`src/hw/dcrf_pkg.sv`:
```
// constants shared by the control register file and its address unit
package dcrf_pkg;
   localparam int DATA_W = 32;
   localparam int CADDR_W = 5;

   // control register addresses
   localparam logic [4:0] ADDR_AMR = 5'h00;
   localparam logic [4:0] ADDR_CSR = 5'h01;
   localparam logic [4:0] ADDR_IFR_ISR = 5'h02;
   localparam logic [4:0] ADDR_ICR = 5'h03;
   localparam logic [4:0] ADDR_IER = 5'h04;
   localparam logic [4:0] ADDR_VECTOR_TABLE_PTR = 5'h05;
   localparam logic [4:0] ADDR_IRP = 5'h06;
   localparam logic [4:0] ADDR_NRP = 5'h07;
   localparam logic [4:0] ADDR_PCE = 5'h10;

   // addressing mode register layout
   localparam int AMR_USED_W = 26;
   localparam int AMR_BK1_LSB = 21;
   localparam int AMR_BK0_LSB = 16;
   localparam int BK_W = 5;
   localparam int MODE_W = 2;
   localparam int NUM_PTR = 8;
   localparam logic [25:0] AMR_RESET = 26'h0000000;
   localparam logic [1:0] MODE_LINEAR = 2'h0;
   localparam logic [1:0] MODE_CIRC_BK0 = 2'h1;
   localparam logic [1:0] MODE_CIRC_BK1 = 2'h2;
   localparam logic [4:0] BK_AS_LINEAR = 5'h1F;

   // control status register layout
   localparam int CSR_CPUID_LSB = 24;
   localparam int CSR_REV_LSB = 16;
   localparam int CSR_PWRD_LSB = 10;
   localparam int CSR_SAT_BIT = 9;
   localparam int CSR_EN_BIT = 8;
   localparam int CSR_PCC_LSB = 5;
   localparam int CSR_DCC_LSB = 2;
   localparam int CSR_PGIE_BIT = 1;
   localparam int CSR_GIE_BIT = 0;

   // interrupt registers
   localparam int IRQ_LO = 4;
   localparam int IRQ_HI = 15;
   localparam int IER_NONMASK_IRQ_ENABLE_BIT = 1;
   localparam int IER_RESET_BIT = 0;
endpackage : dcrf_pkg

```
`src/hw/dcrf_control_regs.sv`:
```
// control register file of the dsp core with indirect flag updates and direct enable writes
module dcrf_control_regs #(
   parameter logic [7:0] CPU_ID = 8'h00,
   parameter logic [7:0] REVISION_ID = 8'h00,
   parameter logic LITTLE_ENDIAN = 1'b1
) (
   input wire logic clk,
   input wire logic nrst,
   input wire logic mvcValid,
   input wire logic mvcWrite,
   input wire logic [dcrf_pkg::CADDR_W-1:0] mvcAddr,
   input wire logic [dcrf_pkg::DATA_W-1:0] mvcWrData,
   output logic [dcrf_pkg::DATA_W-1:0] mvcRdData,
   output logic mvcRdValid,
   input wire logic [dcrf_pkg::DATA_W-1:0] exec_phase_pc,
   input wire logic [dcrf_pkg::IRQ_HI:dcrf_pkg::IRQ_LO] extIrqPin,
   input wire logic irqTaken,
   input wire logic [3:0] irqTakenNum,
   input wire logic branchIrp,
   input wire logic branchNrp,
   input wire logic satResultWr,
   input wire logic ptrCalcValid,
   input wire logic [2:0] ptrSel,
   input wire logic [dcrf_pkg::DATA_W-1:0] ptrBase,
   input wire logic [dcrf_pkg::DATA_W-1:0] ptrOffset,
   output logic [dcrf_pkg::DATA_W-1:0] ptrResult,
   output logic ptrResultValid,
   output logic globalIrqEnable,
   output logic nonmaskIrqEnable,
   output logic clipFlag,
   output logic [dcrf_pkg::IRQ_HI:dcrf_pkg::IRQ_LO] irqFlags,
   output logic [dcrf_pkg::IRQ_HI:dcrf_pkg::IRQ_LO] irqEnables,
   output logic [dcrf_pkg::DATA_W-1:0] vectorTablePtr
);
   import dcrf_pkg::*;

   if (IRQ_HI >= DATA_W || IRQ_LO < 2) begin : gIrqCheck
      $error("dcrf_control_regs: interrupt range does not fit the registers");
   end

   typedef struct packed {
      logic [AMR_USED_W-1:0] addr_mode_reg;
      logic [5:0] pwrd;
      logic clip_flag;
      logic [2:0] pcc;
      logic [2:0] dcc;
      logic pgie;
      logic global_irq_enable;
      logic [IRQ_HI:IRQ_LO] irq_flag_reg;
      logic [IRQ_HI:IRQ_LO] irq_enable_reg;
      logic nonmask_irq_enable;
      logic [DATA_W-1:0] vector_table_ptr;
      logic [DATA_W-1:0] irq_return_ptr;
      logic [DATA_W-1:0] nmi_return_ptr;
      logic [IRQ_HI:IRQ_LO] pendSet;
      logic [IRQ_HI:IRQ_LO] pendClr;
      logic satPend;
      logic [IRQ_HI:IRQ_LO] pinS1;
      logic [IRQ_HI:IRQ_LO] pinS2;
      logic [IRQ_HI:IRQ_LO] pinS3;
      logic [IRQ_HI:IRQ_LO] pinLvl;
      logic [DATA_W-1:0] rdData;
      logic rdValid;
   } dcrf_state_t;

   dcrf_state_t state_reg;
   dcrf_state_t state_next;
   logic [1:0] rstSync_reg;
   logic rstN;
   logic [MODE_W-1:0] ptrMode;

   // reset is released through two flops so every state flop leaves reset together
   always_ff @(posedge clk or negedge nrst) begin
      if (!nrst) begin
         rstSync_reg <= 2'h0;
      end else begin
         rstSync_reg <= {rstSync_reg[0], 1'b1};
      end
   end
   assign rstN = rstSync_reg[1];

   function automatic logic [DATA_W-1:0] csrView(input dcrf_state_t s);
      csrView = '0;
      csrView[CSR_CPUID_LSB +: 8] = CPU_ID;
      csrView[CSR_REV_LSB +: 8] = REVISION_ID;
      csrView[CSR_PWRD_LSB +: 6] = s.pwrd;
      csrView[CSR_SAT_BIT] = s.clip_flag;
      csrView[CSR_EN_BIT] = LITTLE_ENDIAN;
      csrView[CSR_PCC_LSB +: 3] = s.pcc;
      csrView[CSR_DCC_LSB +: 3] = s.dcc;
      csrView[CSR_PGIE_BIT] = s.pgie;
      csrView[CSR_GIE_BIT] = s.global_irq_enable;
   endfunction : csrView

   always_comb begin
      logic rd;
      logic wr;
      logic [IRQ_HI:IRQ_LO] edgeSet;
      logic [IRQ_HI:IRQ_LO] takenClr;
      logic [IRQ_HI:IRQ_LO] lvlNext;
      rd = mvcValid && !mvcWrite;
      wr = mvcValid && mvcWrite;
      state_next = state_reg;

      // pin synchroniser: a change counts once the second and third stages agree
      state_next.pinS1 = extIrqPin;
      state_next.pinS2 = state_reg.pinS1;
      state_next.pinS3 = state_reg.pinS2;
      lvlNext = state_reg.pinLvl;
      for (int i = IRQ_LO; i <= IRQ_HI; i++) begin
         if (state_reg.pinS2[i] == state_reg.pinS3[i]) begin
            lvlNext[i] = state_reg.pinS3[i];
         end
      end
      state_next.pinLvl = lvlNext;
      edgeSet = lvlNext & ~state_reg.pinLvl;

      takenClr = '0;
      if (irqTaken && irqTakenNum >= 4'(IRQ_LO)) begin
         takenClr[irqTakenNum] = 1'b1;
      end

      // flag update: pending writes land one clock after the move, sets win over clears
      state_next.irq_flag_reg = (state_reg.irq_flag_reg & ~state_reg.pendClr & ~takenClr)
         | state_reg.pendSet | edgeSet;
      state_next.pendSet = '0;
      state_next.pendClr = '0;

      // clip flag: events delayed one clock, then set beats any clear
      state_next.satPend = satResultWr;

      state_next.rdValid = rd;
      if (rd) begin
         case (mvcAddr)
            ADDR_AMR: state_next.rdData = {{(DATA_W - AMR_USED_W){1'b0}}, state_reg.addr_mode_reg};
            ADDR_CSR: state_next.rdData = csrView(state_reg);
            ADDR_IFR_ISR: state_next.rdData = DATA_W'({state_reg.irq_flag_reg, {IRQ_LO{1'b0}}});
            ADDR_IER: state_next.rdData = DATA_W'({state_reg.irq_enable_reg, 2'b00, state_reg.nonmask_irq_enable,
               1'b1});
            ADDR_VECTOR_TABLE_PTR: state_next.rdData = state_reg.vector_table_ptr;
            ADDR_IRP: state_next.rdData = state_reg.irq_return_ptr;
            ADDR_NRP: state_next.rdData = state_reg.nmi_return_ptr;
            ADDR_PCE: state_next.rdData = exec_phase_pc;
            default: state_next.rdData = '0;
         endcase
      end

      if (wr) begin
         case (mvcAddr)
            ADDR_AMR: state_next.addr_mode_reg = mvcWrData[AMR_USED_W-1:0];
            ADDR_CSR: begin
               state_next.pwrd = mvcWrData[CSR_PWRD_LSB +: 6];
               // the clip flag can only be cleared by a move
               state_next.clip_flag = state_reg.clip_flag & mvcWrData[CSR_SAT_BIT];
               state_next.pcc = mvcWrData[CSR_PCC_LSB +: 3];
               state_next.dcc = mvcWrData[CSR_DCC_LSB +: 3];
               state_next.pgie = mvcWrData[CSR_PGIE_BIT];
               state_next.global_irq_enable = mvcWrData[CSR_GIE_BIT];
            end
            ADDR_IFR_ISR: state_next.pendSet = mvcWrData[IRQ_HI:IRQ_LO];
            // a pin edge on the same bit in the clock the clear lands cancels the clear
            ADDR_ICR: state_next.pendClr = mvcWrData[IRQ_HI:IRQ_LO];
            ADDR_IER: begin
               state_next.irq_enable_reg = mvcWrData[IRQ_HI:IRQ_LO];
               state_next.nonmask_irq_enable = mvcWrData[IER_NONMASK_IRQ_ENABLE_BIT];
            end
            ADDR_VECTOR_TABLE_PTR: state_next.vector_table_ptr = mvcWrData;
            ADDR_IRP: state_next.irq_return_ptr = mvcWrData;
            ADDR_NRP: state_next.nmi_return_ptr = mvcWrData;
            default: ;
         endcase
      end

      if (state_reg.satPend) begin
         state_next.clip_flag = 1'b1;
      end

      // interrupt entry saves the enable; return branch restores it at once
      if (irqTaken) begin
         state_next.pgie = state_reg.global_irq_enable;
         state_next.global_irq_enable = 1'b0;
      end else if (branchIrp) begin
         state_next.global_irq_enable = state_reg.pgie;
      end
      if (branchNrp) begin
         state_next.nonmask_irq_enable = 1'b1;
      end
   end

   always_ff @(posedge clk or negedge rstN) begin
      if (!rstN) begin
         state_reg <= '0;
         state_reg.addr_mode_reg <= AMR_RESET;
      end else begin
         state_reg <= state_next;
      end
   end

   // mode field of the selected pointer, A4-A7 then B4-B7
   assign ptrMode = state_reg.addr_mode_reg[ptrSel * MODE_W +: MODE_W];

   dcrf_circ_addr #(
      .ADDR_W(DATA_W)
   ) uCircAddr (
      .clk(clk),
      .rstN(rstN),
      .calcValid(ptrCalcValid),
      .mode(ptrMode),
      .bk0(state_reg.addr_mode_reg[AMR_BK0_LSB +: BK_W]),
      .bk1(state_reg.addr_mode_reg[AMR_BK1_LSB +: BK_W]),
      .baseAddr(ptrBase),
      .offsetVal(ptrOffset),
      .resultAddr(ptrResult),
      .resultValid(ptrResultValid)
   );

   assign mvcRdData = state_reg.rdData;
   assign mvcRdValid = state_reg.rdValid;
   assign globalIrqEnable = state_reg.global_irq_enable;
   assign nonmaskIrqEnable = state_reg.nonmask_irq_enable;
   assign clipFlag = state_reg.clip_flag;
   assign irqFlags = state_reg.irq_flag_reg;
   assign irqEnables = state_reg.irq_enable_reg;
   assign vectorTablePtr = state_reg.vector_table_ptr;
endmodule : dcrf_control_regs

```
`src/hw/dcrf_circ_addr.sv`:
```
// pointer update unit: linear or circular modification of an address register
module dcrf_circ_addr #(
   parameter int ADDR_W = 32
) (
   input wire logic clk,
   input wire logic rstN,
   input wire logic calcValid,
   input wire logic [dcrf_pkg::MODE_W-1:0] mode,
   input wire logic [dcrf_pkg::BK_W-1:0] bk0,
   input wire logic [dcrf_pkg::BK_W-1:0] bk1,
   input wire logic [ADDR_W-1:0] baseAddr,
   input wire logic [ADDR_W-1:0] offsetVal,
   output logic [ADDR_W-1:0] resultAddr,
   output logic resultValid
);
   import dcrf_pkg::*;

   if (ADDR_W != DATA_W) begin : gWidthCheck
      $error("dcrf_circ_addr: ADDR_W must equal the data width");
   end

   typedef struct packed {
      logic [ADDR_W-1:0] addr;
      logic valid;
   } dcrf_circ_state_t;

   dcrf_circ_state_t state_reg;
   dcrf_circ_state_t state_next;

   // mask of the bits that move inside a 2^(n+1) byte block
   function automatic logic [ADDR_W-1:0] blockMask(input logic [BK_W-1:0] n);
      logic [ADDR_W:0] span;
      span = '0;
      if (n == BK_AS_LINEAR) begin
         blockMask = '1;
      end else begin
         span[n + 5'h01] = 1'b1;
         blockMask = ADDR_W'(span - 1'b1);
      end
   endfunction : blockMask

   always_comb begin
      logic [ADDR_W-1:0] sum;
      logic [ADDR_W-1:0] mask;
      mask = '1;
      sum = baseAddr + offsetVal;
      state_next = state_reg;
      state_next.valid = calcValid;
      case (mode)
         MODE_CIRC_BK0: mask = blockMask(bk0);
         MODE_CIRC_BK1: mask = blockMask(bk1);
         default: mask = '1;
      endcase
      if (calcValid) begin
         // upper bits held so the pointer stays inside its aligned block
         state_next.addr = (baseAddr & ~mask) | (sum & mask);
      end
   end

   always_ff @(posedge clk or negedge rstN) begin
      if (!rstN) begin
         state_reg <= '0;
      end else begin
         state_reg <= state_next;
      end
   end

   assign resultAddr = state_reg.addr;
   assign resultValid = state_reg.valid;
endmodule : dcrf_circ_addr

```
`config.mk`:
```
export PLATFORM = sky130hd
export DESIGN_NAME = dcrf_control_regs
export DESIGN_NICKNAME = d
export VERILOG_FILES = /design/src/hw/dcrf_pkg.sv /design/src/hw/dcrf_control_regs.sv /design/src/hw/dcrf_circ_addr.sv
export SDC_FILE = /design/constraint.sdc
export NUM_CORES = 1
export LEC_CHECK = 0
export BUFFER_PORTS_ARGS = -buffer_cell sky130_fd_sc_hd__buf_2
export CORE_MARGIN = 3
export CORE_UTILIZATION = 60
export DETAILED_ROUTE_END_ITERATION = 12
export PLACE_DENSITY = 0.86
export SETUP_SLACK_MARGIN = 0.2
export SYNTH_ARGS = -nofsm -noshare
export SYNTH_HDL_FRONTEND = slang
export SYNTH_SLANG_ARGS = --single-unit
```
`constraint.sdc`:
```
create_clock -name clk -period 19.15 [get_ports clk]
set_clock_uncertainty 0.1 [all_clocks]
set_input_delay 3.83 -clock clk [delete_from_list [all_inputs] [get_ports clk]]
set_output_delay 3.83 -clock clk [all_outputs]
set_load 0.05 [all_outputs]
```
======== Yosys cells after proc, flatten, opt, wreduce, memory -nomap -nowiden ========
Cells that the tools add are included.
cells by class
  shifts and indexed selects .............. 1
  magnitude comparators ................... 7
  bitwise gates (word level) .............. 13
  add/sub/neg operators ................... 5
  eq/ne operators ......................... 24
  muxes and demuxes ....................... 37
  reduce and logical (&&, ||, !) cells .... 26
operators by type and width
  kind                                                 count
  one-hot mux 32 bit (8 select lines)                  1
  2-to-1 mux 32 bit                                    5
  2-to-1 mux 121 bit                                   1
  AND 32 bit                                           2
  one-hot mux 32 bit (2 select lines)                  1
  subtractor 32 x 1 -> 32 bit, second input constant   2
  AND 12 bit                                           3
  2-to-1 mux 12 bit                                    3
  NOT 12 bit                                           3
  adder 32 bit                                         1
  NOT 32 bit                                           1
  OR 32 bit                                            1
  variable part select 26 x 5 -> 2 bit                 1
  OR 12 bit                                            2
  2-to-1 mux 1 bit                                     21
  equality test 5 x 3 -> 1 bit, second input constant  4
  AND reduction 2 bit                                  10
  2-to-1 mux 9 bit                                     2
  equality test 5 bit, second input constant           3
  < comparator 5 x 7 -> 1 bit, second input constant   2
  equality test 1 bit                                  12
  nonzero test 2 bit                                   6
  adder 5 x 1 -> 5 bit, second input constant          2
  demux 1 bit (select 5 bit)                           2
  other kinds (14)                                     22
word-level totals
  logic and storage cells ................. 138
  output and inout bits ................... 125
  register bits after elaboration ......... 303
  input bits .............................. 161

======== Depth between registers and ports, before layout ========
  word-level depth ........................ 11
  gate-level depth with buffers ........... 17
  mapped depth without buffers ............ 14

======== Modules after synthesis ========
From an unflattened synthesis, not the netlist that was laid out.
unflattened totals
  cell total of the unflattened synthesis .. 1692
  area total of the unflattened synthesis .. 16993.8 sq um
by module, submodules not included
  module             times used  cells each  seq. area each (sq um)  area each (sq um)
  dcrf_control_regs  1           980         6756.5                  12017.8
  dcrf_circ_addr     1           712         825.8                   4976.0

======== Least setup slack after synthesis ========
OpenSTA, ideal clock, no wires.
  kind .................................... input port to flip-flop
  start ................................... in ptrBase[0] in the netlist's numbering
  end ..................................... reg uCircAddr.state_reg (netlist bit uCircAddr.resultAddr[18])
  buffers on the path ..................... 0
  arrival ................................. 5.971 ns
  path slack .............................. 12.947 ns
  cell stages on the path ................. 12
  setup time .............................. 0.132 ns
  data required time ...................... 18.918 ns
  path through ............................ ha_1 > inv_1 > fa_1 > nand2b_1 > a21oi_1 > o2111ai_1 > a21o_1 > o21ai_0 > a21o_1 > a21o_1 > nor3_1 > or3b_1
between the ends
  word-level cells in the longest chain between the ends .. 3
RTL lines
  element               line                     text
  from (decl)           dcrf_control_regs.sv:24  input wire logic [dcrf_pkg::DATA_W-1:0] ptrBase,
  adder 32 bit          dcrf_circ_addr.sv:46     sum = baseAddr + offsetVal;
  AND 32 bit            dcrf_circ_addr.sv:56     state_next.addr = (baseAddr & ~mask) | (sum & mask);
  OR 32 bit             dcrf_circ_addr.sv:56
  to (signal assigned)  dcrf_circ_addr.sv:64     state_reg <= state_next;
  to (decl)             dcrf_circ_addr.sv:27     dcrf_circ_state_t state_reg;
Every way passes these cells.
A chain may end at the register's enable or synchronous reset.

======== Final worst setup path ========
  start ................................... in ptrSel[1]
  end ..................................... reg uCircAddr.state_reg (netlist bit uCircAddr.resultAddr[31])
between the ends
  word-level cells in the longest chain between the ends .. 6
  elaborated cells on any way between the ends .. 8
  classes of those cells .................. eq/ne (2); shift (1); mux (1); bitwise (4)
RTL lines
  element                                                                     line                      text
  from (decl)                                                                 dcrf_control_regs.sv:23   input wire logic [2:0] ptrSel,
  variable part select 26 x 5 -> 2 bit (*)                                    dcrf_control_regs.sv:200  assign ptrMode = state_reg.addr_mode_reg[ptrSel * MODE_W +: MODE_W];
  equality test 2 bit / equality test 2 x 1 -> 1 bit (equally long branches)  -
  one-hot mux 32 bit (2 select lines) (*)                                     dcrf_circ_addr.sv:49      case (mode)
  NOT 32 bit                                                                  dcrf_circ_addr.sv:56
  AND 32 bit                                                                  dcrf_circ_addr.sv:56
  OR 32 bit (*)                                                               dcrf_circ_addr.sv:56
Mark *: on every way between the ends. The rest lies on a longest branch, timed or not.

==> impl_metrics.yaml <==
synth:
  syn_inst: 1545
  yosysSeqAreaShare_pct: 46.8
  mappedNetlistArea_um2: 16200
  synth_edf_count: 0
  synth.distinct_cells: 66
  ys_ff_latch: 303
  syn_area_per_cell_um2: 10.5
  yosysWarnings: 0
  synth_nets: 1744
  async_flop_share_pct: 100
  synth-main-ff-cell: "dfrtp_1"
final_layout:
  layout.nets: 1901
  register_area_um2: 7590
  multi_input_area_um2: 7500
  drive_gt1_share_pct: 30.4
  fillers: 1899
  largest_reg_flops: 152
  areaGrowthSynthToFinish_pct: 12.6
sta:
  rsz0062_at_grt: "false"
  finalSetupViolations: 0
  timing.fmax_ghz: 0.158
  tns_ns: 0
  min_period_ns: 6.32
  slew_headroom_pct: 22.5
  worst_pin_slew_ns: 1.16
  hold_viol: 0
  timing.final.crit_share_pct: 33.0
  drv_slew: 0
setup_path:
  cp.arrival_ns: 6.74
  cpMaxStageDelayCell: "ha_1"
  cp-start-kind: "primary input"
  critical_path_class: "in -> reg"
  crit_chain: "buf_2 -> mux4_2 -> mux2i_1 -> ha_1 -> a221oi_1 -> or4_1 -> a21o_1 -> nand3_1"
  crit_path_end_kind: "flip-flop"
  cp_num_buf_inv: 1
  cp_max_fo: 32
  max_stage_delay_ns: 0.99
  crit_family: "adder cells"
  cp.required_ns: 19.57
placement:
  place.detailed.hpwl_mm: 33.2
  routabilityCongestion: 0.945
  port_buffers: 285
clock_tree:
  root_buffer: "clkbuf_16"
  clkTransAtPathRegs_ns: 0.07
  cts_hold_buffers: 0
  clk_latency_ns: 0.58
  tritoncts: "built"
  cts-resized-gates: 0
  clock_sinks: 303
  postCtsSetupRepairBufs: 0
  numCtsBuffers: 31
  htreeDepth: 1
  cts_buffer_depth: 3
power:
  power_w: 0.00189
  power_per_cell_area_nw_per_um2: 104
  leakagePower_nw: 8.75
  vdd_drop_max_mv: 0.0839
routing:
  first_pass_iters: 6
  drtIter0Drc: 1466
  drcViolationCount: 0
  wl_mm: 48.3
  viasPerCell: 6.58
  postRouteAntennaNets: 0
  wl_per_cell_um: 23.4
  num_vias: 13580
grt:
  track_usage_pct: 32.4
  grt_pass1_vias: 13729
  grt_pass1_wl_mm: 74.7
  antenna_found_initial: 6
  overflow: 0
  grt_max_degree: 81
floorplanning:
  core-area_um2: 26300
  die_h_um: 170
  initial_core_util_pct: 61.7
  ios: 286
  die_w_um: 170
  placementRows: 59
  die_area_um2: 29000
flow_run:
  timing.max_cap.violations: 0
outcome:
  status: "completed"
min_path:
  hold_path_class: "reg -> reg"
==> stage by stage <==
| step | util (%) | setup WS [ns] | area [um^2] | hold slack (ns) | std cells |
|---|---|---|---|---|---|
| floorplan | - | 9.98 | 16200 | 0.231 | 1545 |
| global placement | 65.5 | 12.37 | 17200 | 0.232 | 2004 |
| detailed placement | 65.5 | 12.28 | 17200 | 0.235 | 2004 |
| CTS | 69.4 | 12.88 | 18200 | 0.249 | 2060 |
| global route | 69.5 | 12.64 | 18300 | 0.262 | 2064 |
| finish | 69.5 | 12.83 | 18300 | 0.246 | 2065 |
==> power breakdown <==
| part | internal (W) | leakage [nW] | total [W] | switching (W) |
|---|---|---|---|---|
| Sequential | 0.000707 | 3.87 | 0.000770 | 0.0000624 |
| Combinational | 0.000171 | 4.39 | 0.000511 | 0.000340 |
| Clock | 0.000345 | 0.497 | 0.000611 | 0.000266 |
==> area by class of cell <==
type / instances / area share, %
Multi-Input combinational cell: 1022 / 41.1
Timing Repair Buffer: 304 / 8.59
Clock inverter: 16 / 0.891
Inverter: 40 / 0.822
Antenna cell: 5 / 0.0685
Sequential cell: 303 / 41.6
Clock buffer: 40 / 4.71
Tap cell: 335 / 2.30
==> worst reg2reg max path, cell delays in order (launching register included) <==
cell      delay (ns)
dfrtp_1         0.85
and4_1          0.65
ha_1            0.72
inv_1           0.42
o21ai_1         0.48
nand2b_1        0.20
ha_1            0.83
nand2_1         0.23
o22ai_1         0.22
a21oi_1         0.11
o21ai_0         0.45
a221oi_1        0.21
and3_1          0.28
a21oi_1         0.13
nand3_1         0.10
==> worst paths after layout <==
check                      cells after the start                        from  slack, ns                                   end
max                                            8                   ptrSel[1]      12.83  uCircAddr.resultAddr[31]$_DFFE_PN0P_
min                                            0    state_next[59]$_DFF_PN0_       0.25              state_next[47]$_DFF_PN0_
max reg2reg                                   14  state_reg[266]$_DFFE_PN0P_      13.06  uCircAddr.resultAddr[30]$_DFFE_PN0P_
min reg2reg                                    0    state_next[59]$_DFF_PN0_       0.25              state_next[47]$_DFF_PN0_
max in group asynchronous                      1                        nrst      15.91              rstSync_reg[1]$_DFF_PN0_
min in group asynchronous                      0    rstSync_reg[1]$_DFF_PN0_       0.43             mvcRdData[22]$_DFFE_PN0P_
==> cell usage in the layout, fill, tap and decap left out, drive strengths merged, types with 6 or more instances in the layout <==
master,netlist,routed
a22o,23,23
clkbuf,75,40
a221oi,36,36
dfrtp,303,303
a31oi,24,24
nor2b,18,18
and3,18,18
o211ai,6,6
ha,37,37
nor4,8,8
and2,16,16
nand2,96,96
xnor2,27,27
a211oi,14,14
a22oi,59,59
a222oi,12,12
nor3,21,21
nand2b,15,15
inv,40,42
clkinv,0,8
mux2,146,146
a21o,24,24
o31ai,6,6
buf,105,304
o21ai,78,78
nor2,77,77
nor3b,9,9
nand4,13,13
mux2i,26,26
a21oi,97,97
xor2,10,10
nand3,26,26
maj3,12,12
a221o,7,7
==> Yosys cell counts, types with 6 or more instances <==
cell type  instances  area, um^2
mux2i_1           26         260
xor2_1            10        87.6
a21o_1            24         180
nand4_1           13        81.3
o31ai_1            6        45.0
nand2b_1          15        93.8
clkbuf_1          75         282
buf_4             90         676
a222oi_1          12         120
a21oi_1           97         485
and3_1            18         113
nor3b_1            9        67.6
a221oi_1          34         298
and2_1            15        93.8
xnor2_1           27         236
nor2b_1           18         113
nor3_1            20         100
o21ai_0           74         370
inv_1             40         150
a22o_1            23         201
nand3_1           26         130
a221o_1            7        70.1
nor4_1             7        43.8
a211oi_1          13        97.6
buf_1             12        45.0
mux2_2           146        1640
a31oi_1           24         150
nor2_1            77         289
dfrtp_1          303        7580
o211ai_1           6        45.0
nand2_1           96         360
maj3_1            12         120
ha_1              37         463
a22oi_1           59         443
==> layer usage <==
layer  part of all wire (%)  global-route usage [%]  routed length, um  up-vias
li1                       -                       -                  -     5921
met1                     39                    43.0              18900     6646
met2                     47                    52.8              22600      866
met3                     10                    6.90               4910      147
met4                    3.9                    12.5               1890        0
met5                      0                       0                  0        -
==> cells by family after synthesis <==
| group | synth area share, % |
|---|---|
| other cells | 0.0231 |
| xor+xnor | 2.00 |
| mux | 12.3 |
| flops | 46.8 |
| buf+inv | 7.20 |
| simple gates | 10.2 |
| compound gates | 17.8 |
| fa+ha+maj | 3.72 |
(Power assumes the default switching activity.)
